File: src/hw/pulse_out_params.svh
`ifndef PULSE_OUT_PARAMS_SVH
`define PULSE_OUT_PARAMS_SVH

// Register byte offsets.
`define REG_CTRL 8'h00
`define REG_DIV 8'h04
`define REG_PERIOD 8'h08
`define REG_WIDTH 8'h0C
`define REG_STATUS 8'h10

// Control field positions.
`define CTRL_RUN 0
`define CTRL_MODE_LO 1
`define CTRL_EXT_CLK 3
`define CTRL_POL 4
`define CTRL_GATE_HI 5

// Reset values.
`define DIV_RST 32'h0000_0001
`define PERIOD_RST 32'h0000_0002
`define WIDTH_RST 32'h0000_0001

// Clock rate and highest output frequency, in MHz.
`define CLK_FREQ_MHZ 250
`define OUT_FREQ_MAX_MHZ 20
// Least output period in clock cycles, rounded up.
`define MIN_OUT_CYCLES ((`CLK_FREQ_MHZ + `OUT_FREQ_MAX_MHZ - 1) / `OUT_FREQ_MAX_MHZ)

// AXI responses.
`define RESP_OKAY 2'h0
`define RESP_SLVERR 2'h2

`endif

File: src/hw/pulse_out_pkg.sv
package pulse_out_pkg;

    // Pulse output modes.
    typedef enum logic [1:0] {
        MODE_RATE = 2'h0,
        MODE_ONESHOT = 2'h1,
        MODE_REPEAT = 2'h2
    } mode_t;

    // Channel sequencing states.
    typedef enum logic [1:0] {
        ST_IDLE = 2'h0,
        ST_ARMED = 2'h1,
        ST_PULSE = 2'h2,
        ST_DONE = 2'h3
    } state_t;

    // Control register contents.
    typedef struct packed {
        logic gate_hi;
        logic pol;
        logic ext_clk;
        logic [1:0] mode;
        logic run;
    } ctrl_t;

    // Synchronised pin with its edges.
    typedef struct packed {
        logic level;
        logic rise;
        logic fall;
    } pin_t;

endpackage : pulse_out_pkg

File: src/hw/pulse_out.sv
// Contract
// In rate mode a continuous pulse train of the set width and period leaves the output while the gate is at its active level.
// In rate mode the pulse train stops at once when the gate leaves its active level.
// Output frequencies up to 20 MHz are supported and the period never falls below that limit.
// The period is counted in ticks of either the divided internal clock or the external clock.
// Rate mode takes polarity, width, divider and an active-low or active-high level gate from software.
// In one-shot mode exactly one pulse follows the selected gate edge.
// After the one-shot pulse the channel halts and ignores all further clock and gate activity.
// One-shot mode takes polarity and divider from software.
// Both one-shot modes hold the output active for the whole period, whatever width is set.
// Repetitive one-shot mode emits a pulse on every selected gate edge until software stops it.
// Gate edges that arrive during a repetitive pulse are ignored.
// Software should pick the internal divided clock for the one-shot modes.
// A software run bit arms or stops the channel, and stopping returns the output to idle.
//
// Local design decisions: the AXI4-Lite slave port and the address map.
`timescale 1ns/1ps
`include "pulse_out_params.svh"
module pulse_out (
    // Clock and reset.
    input wire logic CLK,
    input wire logic RST_B,
    // AXI4-Lite write address channel.
    input wire logic [7:0] S_AXI_AWADDR,
    input wire logic [2:0] S_AXI_AWPROT,
    input wire logic S_AXI_AWVALID,
    output logic S_AXI_AWREADY,
    // AXI4-Lite write data channel.
    input wire logic [31:0] S_AXI_WDATA,
    input wire logic [3:0] S_AXI_WSTRB,
    input wire logic S_AXI_WVALID,
    output logic S_AXI_WREADY,
    // AXI4-Lite write response channel.
    output logic [1:0] S_AXI_BRESP,
    output logic S_AXI_BVALID,
    input wire logic S_AXI_BREADY,
    // AXI4-Lite read address channel.
    input wire logic [7:0] S_AXI_ARADDR,
    input wire logic [2:0] S_AXI_ARPROT,
    input wire logic S_AXI_ARVALID,
    output logic S_AXI_ARREADY,
    // AXI4-Lite read data channel.
    output logic [31:0] S_AXI_RDATA,
    output logic [1:0] S_AXI_RRESP,
    output logic S_AXI_RVALID,
    input wire logic S_AXI_RREADY,
    // Channel pins.
    input wire logic GATE_IN,
    input wire logic EXT_CLK_IN,
    output logic PULSE_OUT
);

    // Register contents.
    pulse_out_pkg::ctrl_t ctrl;
    logic [31:0] div;
    logic [31:0] period;
    logic [31:0] width;

    // Bus holding state.
    logic aw_held;
    logic w_held;
    logic [7:0] aw_addr;
    logic [31:0] w_data;
    logic [3:0] w_strb;
    logic do_write;

    // Channel state.
    pulse_out_pkg::state_t state;
    pulse_out_pkg::state_t next_state;
    pulse_out_pkg::pin_t gate;
    pulse_out_pkg::pin_t ext;
    logic int_tick;
    logic tick;
    logic [31:0] phase;
    logic [31:0] last_phase;
    logic phase_end;
    logic [7:0] cyc;
    logic cyc_ok;
    logic gate_act;
    logic gate_edge;
    logic period_done;
    logic active;
    logic is_rate;

    // Unused protection bits.
    logic prot_unused;
    assign prot_unused = ^{S_AXI_AWPROT, S_AXI_ARPROT};

    // Byte-lane merge of a write into a stored word.
    function automatic logic [31:0] merge(input logic [31:0] old, input logic [31:0] data,
                                          input logic [3:0] strb);
        logic [31:0] res;
        res = old;
        for (int i = 0; i < 4; i++) begin
            if (strb[i]) begin
                res[i*8 +: 8] = data[i*8 +: 8];
            end
        end
        return res;
    endfunction : merge

    // Pin synchronisers for the gate and the external clock.
    pin_sync gate_sync (
        .clk(CLK),
        .rst_b(RST_B),
        .pin(GATE_IN),
        .sync(gate)
    );

    pin_sync ext_sync (
        .clk(CLK),
        .rst_b(RST_B),
        .pin(EXT_CLK_IN),
        .sync(ext)
    );

    // Internal clock divider, running only while the run bit is set and the internal clock is selected.
    tick_divider int_div (
        .clk(CLK),
        .rst_b(RST_B),
        .enable(ctrl.run && !ctrl.ext_clk),
        .div(div),
        .tick(int_tick)
    );

    // clock source select
    assign tick = ctrl.ext_clk ? ext.rise : int_tick;

    // Write address and data are taken in either order, one write at a time.
    assign S_AXI_AWREADY = !aw_held && !S_AXI_BVALID;
    assign S_AXI_WREADY = !w_held && !S_AXI_BVALID;
    assign do_write = aw_held && w_held && !S_AXI_BVALID;

    // Hold the write address until its data is also present.
    always_ff @(posedge CLK or negedge RST_B) begin
        if (!RST_B) begin
            aw_held <= 1'b0;
            aw_addr <= 8'h00;
        end else if (S_AXI_AWVALID && S_AXI_AWREADY) begin
            aw_held <= 1'b1;
            aw_addr <= S_AXI_AWADDR;
        end else if (do_write) begin
            aw_held <= 1'b0;
        end
    end

    // Hold the write data until its address is also present.
    always_ff @(posedge CLK or negedge RST_B) begin
        if (!RST_B) begin
            w_held <= 1'b0;
            w_data <= 32'h0000_0000;
            w_strb <= 4'h0;
        end else if (S_AXI_WVALID && S_AXI_WREADY) begin
            w_held <= 1'b1;
            w_data <= S_AXI_WDATA;
            w_strb <= S_AXI_WSTRB;
        end else if (do_write) begin
            w_held <= 1'b0;
        end
    end

    // Write response, with an error for an address that maps nothing writable.
    always_ff @(posedge CLK or negedge RST_B) begin
        if (!RST_B) begin
            S_AXI_BVALID <= 1'b0;
            S_AXI_BRESP <= `RESP_OKAY;
        end else if (do_write) begin
            S_AXI_BVALID <= 1'b1;
            case (aw_addr)
                `REG_CTRL, `REG_DIV, `REG_PERIOD, `REG_WIDTH: S_AXI_BRESP <= `RESP_OKAY;
                default: S_AXI_BRESP <= `RESP_SLVERR;
            endcase
        end else if (S_AXI_BREADY) begin
            S_AXI_BVALID <= 1'b0;
        end
    end

    // software configuration
    always_ff @(posedge CLK or negedge RST_B) begin
        if (!RST_B) begin
            ctrl <= '0;
            div <= `DIV_RST;
            period <= `PERIOD_RST;
            width <= `WIDTH_RST;
        end else if (do_write) begin
            case (aw_addr)
                `REG_CTRL: begin
                    if (w_strb[0]) begin
                        ctrl <= pulse_out_pkg::ctrl_t'(w_data[5:0]);
                    end
                end
                `REG_DIV: div <= merge(div, w_data, w_strb);
                `REG_PERIOD: period <= merge(period, w_data, w_strb);
                `REG_WIDTH: width <= merge(width, w_data, w_strb);
                default: ;
            endcase
        end
    end

    // Reads answer one cycle after the address is taken.
    assign S_AXI_ARREADY = !S_AXI_RVALID;

    // Read data mux, zero with an error for an unmapped address.
    always_ff @(posedge CLK or negedge RST_B) begin
        if (!RST_B) begin
            S_AXI_RVALID <= 1'b0;
            S_AXI_RDATA <= 32'h0000_0000;
            S_AXI_RRESP <= `RESP_OKAY;
        end else if (S_AXI_ARVALID && S_AXI_ARREADY) begin
            S_AXI_RVALID <= 1'b1;
            S_AXI_RRESP <= `RESP_OKAY;
            case (S_AXI_ARADDR)
                `REG_CTRL: S_AXI_RDATA <= {26'h0, ctrl};
                `REG_DIV: S_AXI_RDATA <= div;
                `REG_PERIOD: S_AXI_RDATA <= period;
                `REG_WIDTH: S_AXI_RDATA <= width;
                `REG_STATUS: begin
                    S_AXI_RDATA <= {27'h0, gate.level, PULSE_OUT,
                                    state == pulse_out_pkg::ST_DONE,
                                    state == pulse_out_pkg::ST_PULSE,
                                    state != pulse_out_pkg::ST_IDLE};
                end
                default: begin
                    S_AXI_RDATA <= 32'h0000_0000;
                    S_AXI_RRESP <= `RESP_SLVERR;
                end
            endcase
        end else if (S_AXI_RREADY) begin
            S_AXI_RVALID <= 1'b0;
        end
    end

    // Gate qualification for level and edge modes.
    assign is_rate = ctrl.mode == pulse_out_pkg::MODE_RATE;
    assign gate_act = gate.level == ctrl.gate_hi;
    assign gate_edge = ctrl.gate_hi ? gate.rise : gate.fall;

    // The last tick of a period; a period of zero behaves as one.
    assign last_phase = (period == 32'h0000_0000) ? 32'h0000_0000 : period - 32'h0000_0001;

    // rate limit
    assign cyc_ok = cyc >= 8'(`MIN_OUT_CYCLES - 1);
    assign period_done = (phase_end || (tick && phase >= last_phase)) && cyc_ok;

    // Next channel state.
    always_comb begin
        next_state = state;
        unique case (state)
            pulse_out_pkg::ST_IDLE: begin
                if (ctrl.run) begin
                    next_state = pulse_out_pkg::ST_ARMED;
                end
            end
            pulse_out_pkg::ST_ARMED: begin
                // gate enables train
                if (is_rate && gate_act) begin
                    next_state = pulse_out_pkg::ST_PULSE;
                // edge triggers pulse
                end else if (!is_rate && gate_edge) begin
                    next_state = pulse_out_pkg::ST_PULSE;
                end
            end
            pulse_out_pkg::ST_PULSE: begin
                // gate stops train
                if (is_rate && !gate_act) begin
                    next_state = pulse_out_pkg::ST_ARMED;
                end else if (!is_rate && period_done) begin
                    // re-arm after pulse
                    if (ctrl.mode == pulse_out_pkg::MODE_REPEAT) begin
                        next_state = pulse_out_pkg::ST_ARMED;
                    end else begin
                        next_state = pulse_out_pkg::ST_DONE;
                    end
                end
            end
            // halt after one-shot
            pulse_out_pkg::ST_DONE: next_state = pulse_out_pkg::ST_DONE;
        endcase
        // stop returns to idle
        if (!ctrl.run) begin
            next_state = pulse_out_pkg::ST_IDLE;
        end
    end

    // State register.
    always_ff @(posedge CLK or negedge RST_B) begin
        if (!RST_B) begin
            state <= pulse_out_pkg::ST_IDLE;
        end else begin
            state <= next_state;
        end
    end

    // period counted in ticks
    always_ff @(posedge CLK or negedge RST_B) begin
        if (!RST_B) begin
            phase <= 32'h0000_0000;
            phase_end <= 1'b0;
        end else if (state != pulse_out_pkg::ST_PULSE || period_done) begin
            phase <= 32'h0000_0000;
            phase_end <= 1'b0;
        end else if (tick) begin
            if (phase >= last_phase) begin
                phase_end <= 1'b1; // Waits here for the rate limit.
            end else begin
                phase <= phase + 32'h0000_0001;
            end
        end
    end

    // Clock cycles since the period began, saturating.
    always_ff @(posedge CLK or negedge RST_B) begin
        if (!RST_B) begin
            cyc <= 8'h00;
        end else if (state != pulse_out_pkg::ST_PULSE || period_done) begin
            cyc <= 8'h00;
        end else if (!cyc_ok) begin
            cyc <= cyc + 8'h01;
        end
    end

    // edges ignored while pulsing
    // full duty for one-shots
    assign active = (state == pulse_out_pkg::ST_PULSE) && (!is_rate || phase < width);

    // polarity applied
    always_ff @(posedge CLK or negedge RST_B) begin
        if (!RST_B) begin
            PULSE_OUT <= 1'b0;
        end else begin
            PULSE_OUT <= active ^ ctrl.pol;
        end
    end

endmodule : pulse_out

File: src/hw/pin_sync.sv
`timescale 1ns/1ps
module pin_sync (
    // Clock and reset.
    input wire logic clk,
    input wire logic rst_b,
    // Raw pin.
    input wire logic pin,
    // Synchronised level and edge pulses.
    output pulse_out_pkg::pin_t sync
);

    logic meta;
    logic stable;
    logic prev;

    // Two flip-flops take the pin into the clock domain, a third holds the last level.
    always_ff @(posedge clk or negedge rst_b) begin
        if (!rst_b) begin
            meta <= 1'b0;
            stable <= 1'b0;
            prev <= 1'b0;
        end else begin
            meta <= pin;
            stable <= meta;
            prev <= stable;
        end
    end

    // Edges are seen only between the second and third stages.
    assign sync.level = stable;
    assign sync.rise = stable & ~prev;
    assign sync.fall = ~stable & prev;

endmodule : pin_sync

File: src/hw/tick_divider.sv
`timescale 1ns/1ps
module tick_divider (
    // Clock and reset.
    input wire logic clk,
    input wire logic rst_b,
    // Enable and division ratio.
    input wire logic enable,
    input wire logic [31:0] div,
    // One-cycle enable pulse at the divided rate.
    output logic tick
);

    logic [31:0] count;
    logic [31:0] last;

    // A ratio of zero behaves as one.
    assign last = (div == 32'h0000_0000) ? 32'h0000_0000 : div - 32'h0000_0001;
    assign tick = enable && (count >= last);

    // The count restarts whenever the divider is disabled.
    always_ff @(posedge clk or negedge rst_b) begin
        if (!rst_b) begin
            count <= 32'h0000_0000;
        end else if (!enable || tick) begin
            count <= 32'h0000_0000;
        end else begin
            count <= count + 32'h0000_0001;
        end
    end

endmodule : tick_divider

File: config.mk
export PLATFORM = sky130hd
export DESIGN_NAME = pulse_out
export DESIGN_NICKNAME = d
export VERILOG_FILES = /design/src/hw/pulse_out_pkg.sv /design/src/hw/pulse_out.sv /design/src/hw/pin_sync.sv /design/src/hw/tick_divider.sv
export VERILOG_INCLUDE_DIRS = /design/src /design/src/hw
export SDC_FILE = /design/constraint.sdc
export NUM_CORES = 1
export LEC_CHECK = 0
export BUFFER_PORTS_ARGS = -buffer_cell sky130_fd_sc_hd__buf_4
export CAP_MARGIN = 20
export CORE_MARGIN = 1.5
export CORE_UTILIZATION = 65
export CTS_CLUSTER_SIZE = 30
export DETAILED_ROUTE_END_ITERATION = 8
export HOLD_SLACK_MARGIN = 0.12
export PLACE_DENSITY = 0.85
export SYNTH_ARGS = -nofsm -noshare
export SYNTH_HDL_FRONTEND = slang
export SYNTH_HIERARCHICAL = 1
export SYNTH_SLANG_ARGS = --single-unit
File: constraint.sdc
create_clock -name CLK -period 12.3 [get_ports CLK]
set_input_delay 0.615 -clock CLK [delete_from_list [all_inputs] [get_ports CLK]]
set_output_delay 0.615 -clock CLK [all_outputs]
set_load 0.1 [all_outputs]
### Word-level counts from Yosys, hierarchy flattened

Cells that the tools add are included.

* flip-flop bits (word level): 268
* input port bits: 67
* output and inout port bits: 42
* logic and storage cells: 161

* $lt $le $gt $ge: 4
* muxes and demuxes: 30
* equality and inequality tests: 17
* bitwise logic cells: 7
* reductions and logical operators: 59
* add/subtract/negate cells: 5

Operators with widths (number)
* two-way mux 32 bit: 6
* case mux 32 bit (5 select lines): 1
* adder 32 x 1 -> 32 bit, second input constant: 2
* >= comparator 32 bit: 2
* logical NOT 32 bit: 2
* subtractor 32 x 1 -> 32 bit, second input constant: 2
* AND reduction 3 bit: 13
* equality test 8 x 4 -> 1 bit, second input constant: 4
* less-than comparator 32 bit: 1
* equality test 8 x 3 -> 1 bit, second input constant: 2
* logical AND 1 bit: 16
* logical NOT 8 bit: 2
* two-way mux 2 bit: 8
* two-way mux 8 bit: 2
* nonzero test 2 bit: 7
* two-way mux 1 bit: 12
* adder 8 x 1 -> 8 bit, second input constant: 1
* equality test 8 x 5 -> 1 bit, second input constant: 1
* >= comparator 8 x 4 -> 1 bit, second input constant: 1
* logical NOT 1 bit: 8
* inequality test 4 bit, second input constant: 2
* case mux 2 bit (4 select lines): 1
* equality test 2 bit, second input constant: 3
* AND reduction 2 bit: 3
* other kinds (11): 20

### Logic depth before layout (Yosys ltp)

Gate-level depths: netlist of run 1.

* word-level depth: 13
* gate-level depth with buffers: 22
* depth with buffers taken out: 20

### Modules after synthesis

Netlist of run 1, hierarchy kept.

Modules (own cells, without submodules)
* pulse_out: seq. area each 5709.2 sq um, area an instance 12105.4 sq um, cells an instance 1180, times used 1
* tick_divider: seq. area each 800.8 sq um, area an instance 3154.3 sq um, cells an instance 385, times used 1
* pin_sync: seq. area each 75.1 sq um, area an instance 97.6 sq um, cells an instance 6, times used 2

### Worst setup path after synthesis of run 1

OpenSTA, ideal clock, no wires.

* path kind: flip-flop to flip-flop
* start point: register div[15]
* end point: register phase[28]
* arrival: 4.895 ns
* stages on the path, launching flop included: 19
* data required time: 12.223 ns
* buffers on the path: 3
* period minus slack after synthesis: 4.973 ns
* setup slack: 7.327 ns
* cells stage by stage: dfrtp_1 -> or4_4 -> or3_4 -> buf_6 -> nor4_2 -> xor2_1 -> nand2_1 -> ha_1 -> nand4_1 -> or4b_1 -> a31oi_1 -> o21a_1 -> mux2i_1 -> or3_1 -> clkbuf_1 -> nand2b_1 -> clkbuf_1 -> or4_1 -> a21oi_1

* word-level cells in the longest chain between the ends: 11
* elaborated cells between the ends (all ways): 14
* those cells by class: add/sub (1); order compare (1); eq/ne (1); mux (3); reduce/logical (8)

Ends and longest elaborated chain
* start, declared: RTL line pulse_out.sv:55 `logic [31:0] div;`
* start signal, assigned: RTL line pulse_out.sv:182 `` div <= `DIV_RST; ``
* start signal, assigned: RTL line pulse_out.sv:192 `` `REG_DIV: div <= merge(div, w_data, w_strb); ``
* subtractor 32 x 1 -> 32 bit / logical NOT 32 bit (equally long branches): RTL line tick_divider.sv:17 `assign last = (div == 32'h0000_0000) ? 32'h0000_0000 : div - 32'h0000_0001;`
* two-way mux 32 bit (*): RTL line tick_divider.sv:17
* >= comparator 32 bit (*): RTL line tick_divider.sv:18 `assign tick = enable && (count >= last);`
* logical AND 1 bit (*): RTL line tick_divider.sv:18
* via int_tick: RTL line pulse_out.sv:72 `logic int_tick;`
* two-way mux 1 bit (*): RTL line pulse_out.sv:127 `assign tick = ctrl.ext_clk ? ext.rise : int_tick;`
* logical AND 1 bit: RTL line pulse_out.sv:243 `assign period_done = (phase_end || (tick && phase >= last_phase)) && cyc_ok;`
* logical OR 1 bit: RTL line pulse_out.sv:243
* logical AND 1 bit: RTL line pulse_out.sv:243
* logical OR 1 bit: RTL line pulse_out.sv:299 `end else if (state != pulse_out_pkg::ST_PULSE || period_done) begin`
* inequality test 2 bit (no line) / nonzero test 2 bit (equally long branches)
* AND reduction 2 bit (no line)
* end signal, assigned: RTL line pulse_out.sv:306 `phase <= phase + 32'h0000_0001;`
* end, declared: RTL line pulse_out.sv:74 `logic [31:0] phase;`

The timed path passes the listed nets; every way through them passes the cells marked *.
A chain may end at the register's enable or synchronous reset.

### Worst setup path in the final report of run 1

* start point: register div[5]
* end point: register phase[27]

The elaborated chain is that of the path after synthesis.

==> results of run 1 <==
## worst max-delay path, stage by stage, from the launching register on
cell       delay, ns
dfrtp_1         0.47
nor3_2          0.34
nand4b_1        0.75
nor3_4          0.57
nand2_2         0.40
nand2_1         0.16
ha_1            0.13
nand4_1         0.21
or4b_1          0.64
a31oi_2         0.20
o21a_1          0.30
mux2_2          0.28
nand4_1         0.13
or2_1           0.33
inv_1           0.11
o2111ai_1       0.46
or3_1           0.51
a21oi_1         0.15
## through the flow
stage,cells,setup WS (ns),utilization [%],total power (W)
floorplan,1576,7.33,-,0.00340
global placement,1943,6.49,70.3,0.00391
detailed placement,1943,6.20,70.3,0.00408
CTS,1995,6.20,74.3,0.00497
global route,1995,5.66,74.3,0.00536
finish,1995,6.04,74.3,0.00501
## sequential cells by signal, indices dropped and copies added, names as in the netlist, 2 cells and up
name and flops:
div 32, phase 32, S_AXI_RDATA 32, period 32, cyc 8, int_div/count 32, width 32, ctrl 6
aw_addr 8, w_strb 4, state 2, w_data 32
## final timing paths
path / from / endpoint / slack [ns]
hold reg to reg: ext_sync/meta / ext_sync/stable / 0.36
setup / recovery: div[5] / phase[27] / 6.04
max in group asynchronous: RST_B / cyc[5] / 10.57
hold / removal: RST_B / int_div/count[24] / 0.13
min in group CLK: GATE_IN / gate_sync/meta / 0.17
setup reg to reg: div[5] / phase[27] / 6.04
## report_power, final
group / switching [W] / internal (W)
logic: 0.00182 / 0.00110
clock network: 0.000359 / 0.000503
registers: 0.000199 / 0.00103
## cell type report
type	count	area share, %
multi-input cells	1178	47.7
flip-flops and latches	266	38.3
repair buffers	111	4.83
clock buffers	39	4.67
well taps	319	2.30
inverters	69	1.49
clock inverters	13	0.763
## metal layers
metal / share of wire [%] / up-vias / wire length (µm)
li1: - / 5797 / -
met3: 7.1 / 138 / 2820
met1: 40 / 6212 / 15800
met4: 4.9 / 2 / 1920
met5: 0.030 / - / 12
met2: 48 / 546 / 18900
==> metrics.yaml, run 1 <==
clock_skew_ns: 0.0106
rows: 56
critPathLaunchType: "flop"
cts-htree-levels: 1
critical_path_class: "reg2reg"
maxClockFrequency_ghz: 0.160
synth_cells: 1575
yosys_warnings: 6
multi_input_comb_area_um2: 8290
initial_core_util_pct: 66.0
clk_path_buf_depth: 3
dp_hpwl_mm: 28.1
grtUsageMet2_pct: 54.7
place_area_um2: 16400
drv_slew: 0
first_iter_violations: 1079
tns_ns: 0
ant_nets: 0
r2r_cells: 17
drt-wirelength-per-cell_um: 19.8
place_congestion: 0.902
grt_max_degree: 127
holdCritPathClass: "in2async"
drc_errors: 0
nets: 1824
routed_wirelength_mm: 39.5
outcome: "finished clean"
syn_area_um2: 15400
grt_pass1_wl_mm: 64.1
grt_use_met1_pct: 43.2
whs_ns: 0.127
vias: 12700
finalInstanceArea_um2: 17400
finalHoldViolCount: 0
antenna_found_initial: 1
dr.pass1.iters: 7
critPathRequiredTime_ns: 12.77
overflow: 0
io_buffers: 100
cp-end-kind: "flop"
syn_avg_cell_area_um2: 9.80
cts-root-buf: "clkbuf_16"
clock_latency_ns: 0.55
ctsHoldBuffers: 0
ios: 109
powerDensity_nw_per_um2: 288
top_usage_layer: "met2"
arrival_ns: 6.73
cts_made_buffers: 28
fill_cells: 1658
cap_violations: 0
die_x_um: 157
ctsResizeCount: 0
worst_pin_slew_ns: 1.03
die_h_um: 157
final_cell_mix: "dfrtp_1 (263), nand2_1 (160), nor2_1 (124)"
cts.sinks: 266
setup_viol_count_final: 0
vias_per_cell: 6.36
grt_pass1_vias: 12500
slew_headroom_pct: 30.8
area_growth_pct: 12.6
final_common_cell: "dfrtp_1"
path_max_fanout: 28
vdd.ir_drop.worst_mv: 0.221
coreArea_um2: 23400
period_needed_ns: 6.26
n_antenna_cell: 0
postCtsSetupBuffers: 0
grt_use_total_pct: 33.1
die-area_um2: 24700
leakage_nw: 7.84
regArea_um2: 6660
rsz0062_at_grt: "false"
cts_tree: "done"
clk_pin_slew_ns: 0.06
layout-drive-gt1-share_pct: 19.2
fin_crit_sh_pct: 50.9
gr-usage-met3_pct: 4.65
(Power assumes the default switching activity.)
==> run 2: changes to the inputs <==
Settings changed: CORE_UTILIZATION 65 to 61, PLACE_DENSITY 0.85 to 0.8.
Clock period 12.3 ns to 5.9 ns, I/O delays scaled along.
==> run 2 against run 1 <==
Effect of this change:
- fmax grew 12%
- clock skew up 0.0076 ns
- count of clock-buffer cells in the layout is 4 higher
- largest cell class unchanged
- critical endpoint is now phase[21]
- non-clock buffer count grew 54
- clock power is 130% higher
- cell count increased by 3.3%
- highest routed layer is now met4
==> metrics.yaml, run 2 (same netlist as run 1, synthesis figures left out) <==
fin_crit_sh_pct: 94.3
finalHoldViolCount: 0
postCtsSetupBuffers: 0
worst_pin_slew_ns: 1.08
vias_per_cell: 6.07
cts_made_buffers: 28
antenna_found_initial: 0
clock_skew_ns: 0.0182
leakage_nw: 8.12
path_max_fanout: 14
tns_ns: 0
place_congestion: 0.905
hold_start: "S_AXI_ARADDR[6]"
die-area_um2: 26300
ios: 109
vdd.ir_drop.worst_mv: 0.458
overflow: 0
slew_headroom_pct: 28.2
startpoint: "div[13]"
rsz0062_at_grt: "false"
arrival_ns: 6.03
ant_nets: 0
grt_use_total_pct: 30.8
io_buffers: 100
routed_wirelength_mm: 39.5
setup_viol_count_final: 0
n_antenna_cell: 0
outcome: "finished clean"
grt_pass1_wl_mm: 64.3
grt_max_degree: 193
cts_tree: "done"
area_growth_pct: 17.1
drt-wirelength-per-cell_um: 19.2
initial_core_util_pct: 61.7
layout-drive-gt1-share_pct: 18.8
vias: 12500
r2r-start: "div[13]"
period_needed_ns: 5.56
rows: 58
final_cells: 2060
first_iter_violations: 1121
clock_latency_ns: 0.55
fill_cells: 1791
dp_hpwl_mm: 27.5
die_x_um: 162
cts-htree-levels: 1
final_common_cell: "dfrtp_1"
critPathLaunchType: "flop"
powerDensity_nw_per_um2: 588
clk_path_buf_depth: 3
dr.pass1.iters: 7
cts.sinks: 266
maxClockFrequency_ghz: 0.180
final_cell_mix: "dfrtp_1 (263), nand2_1 (160), nor2_1 (124)"
cap_violations: 0
grt_pass1_vias: 12400
holdCritPathClass: "in2reg"
place_area_um2: 16500
drv_slew: 0
cts-root-buf: "clkbuf_16"
critPathRequiredTime_ns: 6.37
cp-end-kind: "flop"
critical_path_class: "reg2reg"
nets: 1878
clk_pin_slew_ns: 0.06
drc_errors: 0
coreArea_um2: 25000
finalInstanceArea_um2: 18100
placedCellCount: 1958
die_h_um: 162
## run 2: changes by cell type in the layout (fill, tap and decap cells not counted), moves of 2 or more
cell | before | now
dlygate4sd3_1 | 0 | 50
bufinv_16 | 2 | 6
clkbuf_1 | 4 | 7
buf_12 | 0 | 2
buf_4 | 110 | 112
clkinv_2 | 8 | 1
## run 2: final cells by class
cell class	instances	area, µm²	area share (%)
Multi-Input combinational cell	1178	8300	45.9
Sequential cell	266	6660	36.8
Timing Repair Buffer	165	1400	7.72
Clock buffer	43	848	4.69
Tap cell	330	413	2.28
Inverter	69	259	1.43
Clock inverter	9	201	1.11
## run 2: worst max-delay path: stages (launching register included)
cell,delay [ns]
dfrtp_1,0.44
or4_4,0.55
or3_4,0.46
nor3_4,0.33
nand3_1,0.14
mux2i_1,0.15
ha_1,0.31
nand4_1,0.20
or4b_1,0.66
a31oi_2,0.20
o21a_1,0.28
mux2_2,0.27
nand4_1,0.12
or2_1,0.32
inv_1,0.12
o2111ai_2,0.33
or3_1,0.43
a21oi_1,0.17
## run 2: through the flow
step	utilization [%]	hold WS (ns)	power (W)	setup WS (ns)
2_1_floorplan	-	-0.000591	0.00708	0.927
3_3_place_gp	66.0	0.296	0.00818	0.414
3_5_place_dp	66.0	0.299	0.00848	0.215
4_1_cts	72.2	0.256	0.0106	0.173
5_1_grt	72.2	0.299	0.0114	0.0294
6_report	72.2	0.250	0.0106	0.336
## run 2: what timing repair did
item	in CTS	in global routing
setup endpoints to repair	0	12
gates resized for setup	0	3
endpoints found under the hold margin	123	0
hold buffers	50	0
## run 2: path summary, 6_finish.rpt
path | end | cells past startpoint | slack [ns]
worst max-delay path | phase[21] | 17 | 0.34
worst min-delay path | S_AXI_RRESP[1] | 4 | 0.25
min in group asynchronous | int_div/count[28] | 2 | 0.30
worst min register to register | ext_sync/stable | 0 | 0.35
worst max register to register | phase[21] | 17 | 0.34
max in group asynchronous | phase[19] | 3 | 4.14
## run 2: report_power, final
group	internal, W	switching [W]
clock network	0.00125	0.000733
registers	0.00214	0.000416
logic	0.00232	0.00377
total	0.00571	0.00492
## run 2: metal layers
layer | vias to the layer above | track usage [%] | share of wire [%] | wire, µm
met5 | - | 0 | 0 | 0
met4 | 0 | 12.3 | 4.1 | 1620
met3 | 97 | 3.42 | 5.6 | 2210
met2 | 398 | 52.1 | 48 | 18900
met1 | 6116 | 40.8 | 42 | 16800
li1 | 5893 | - | - | -
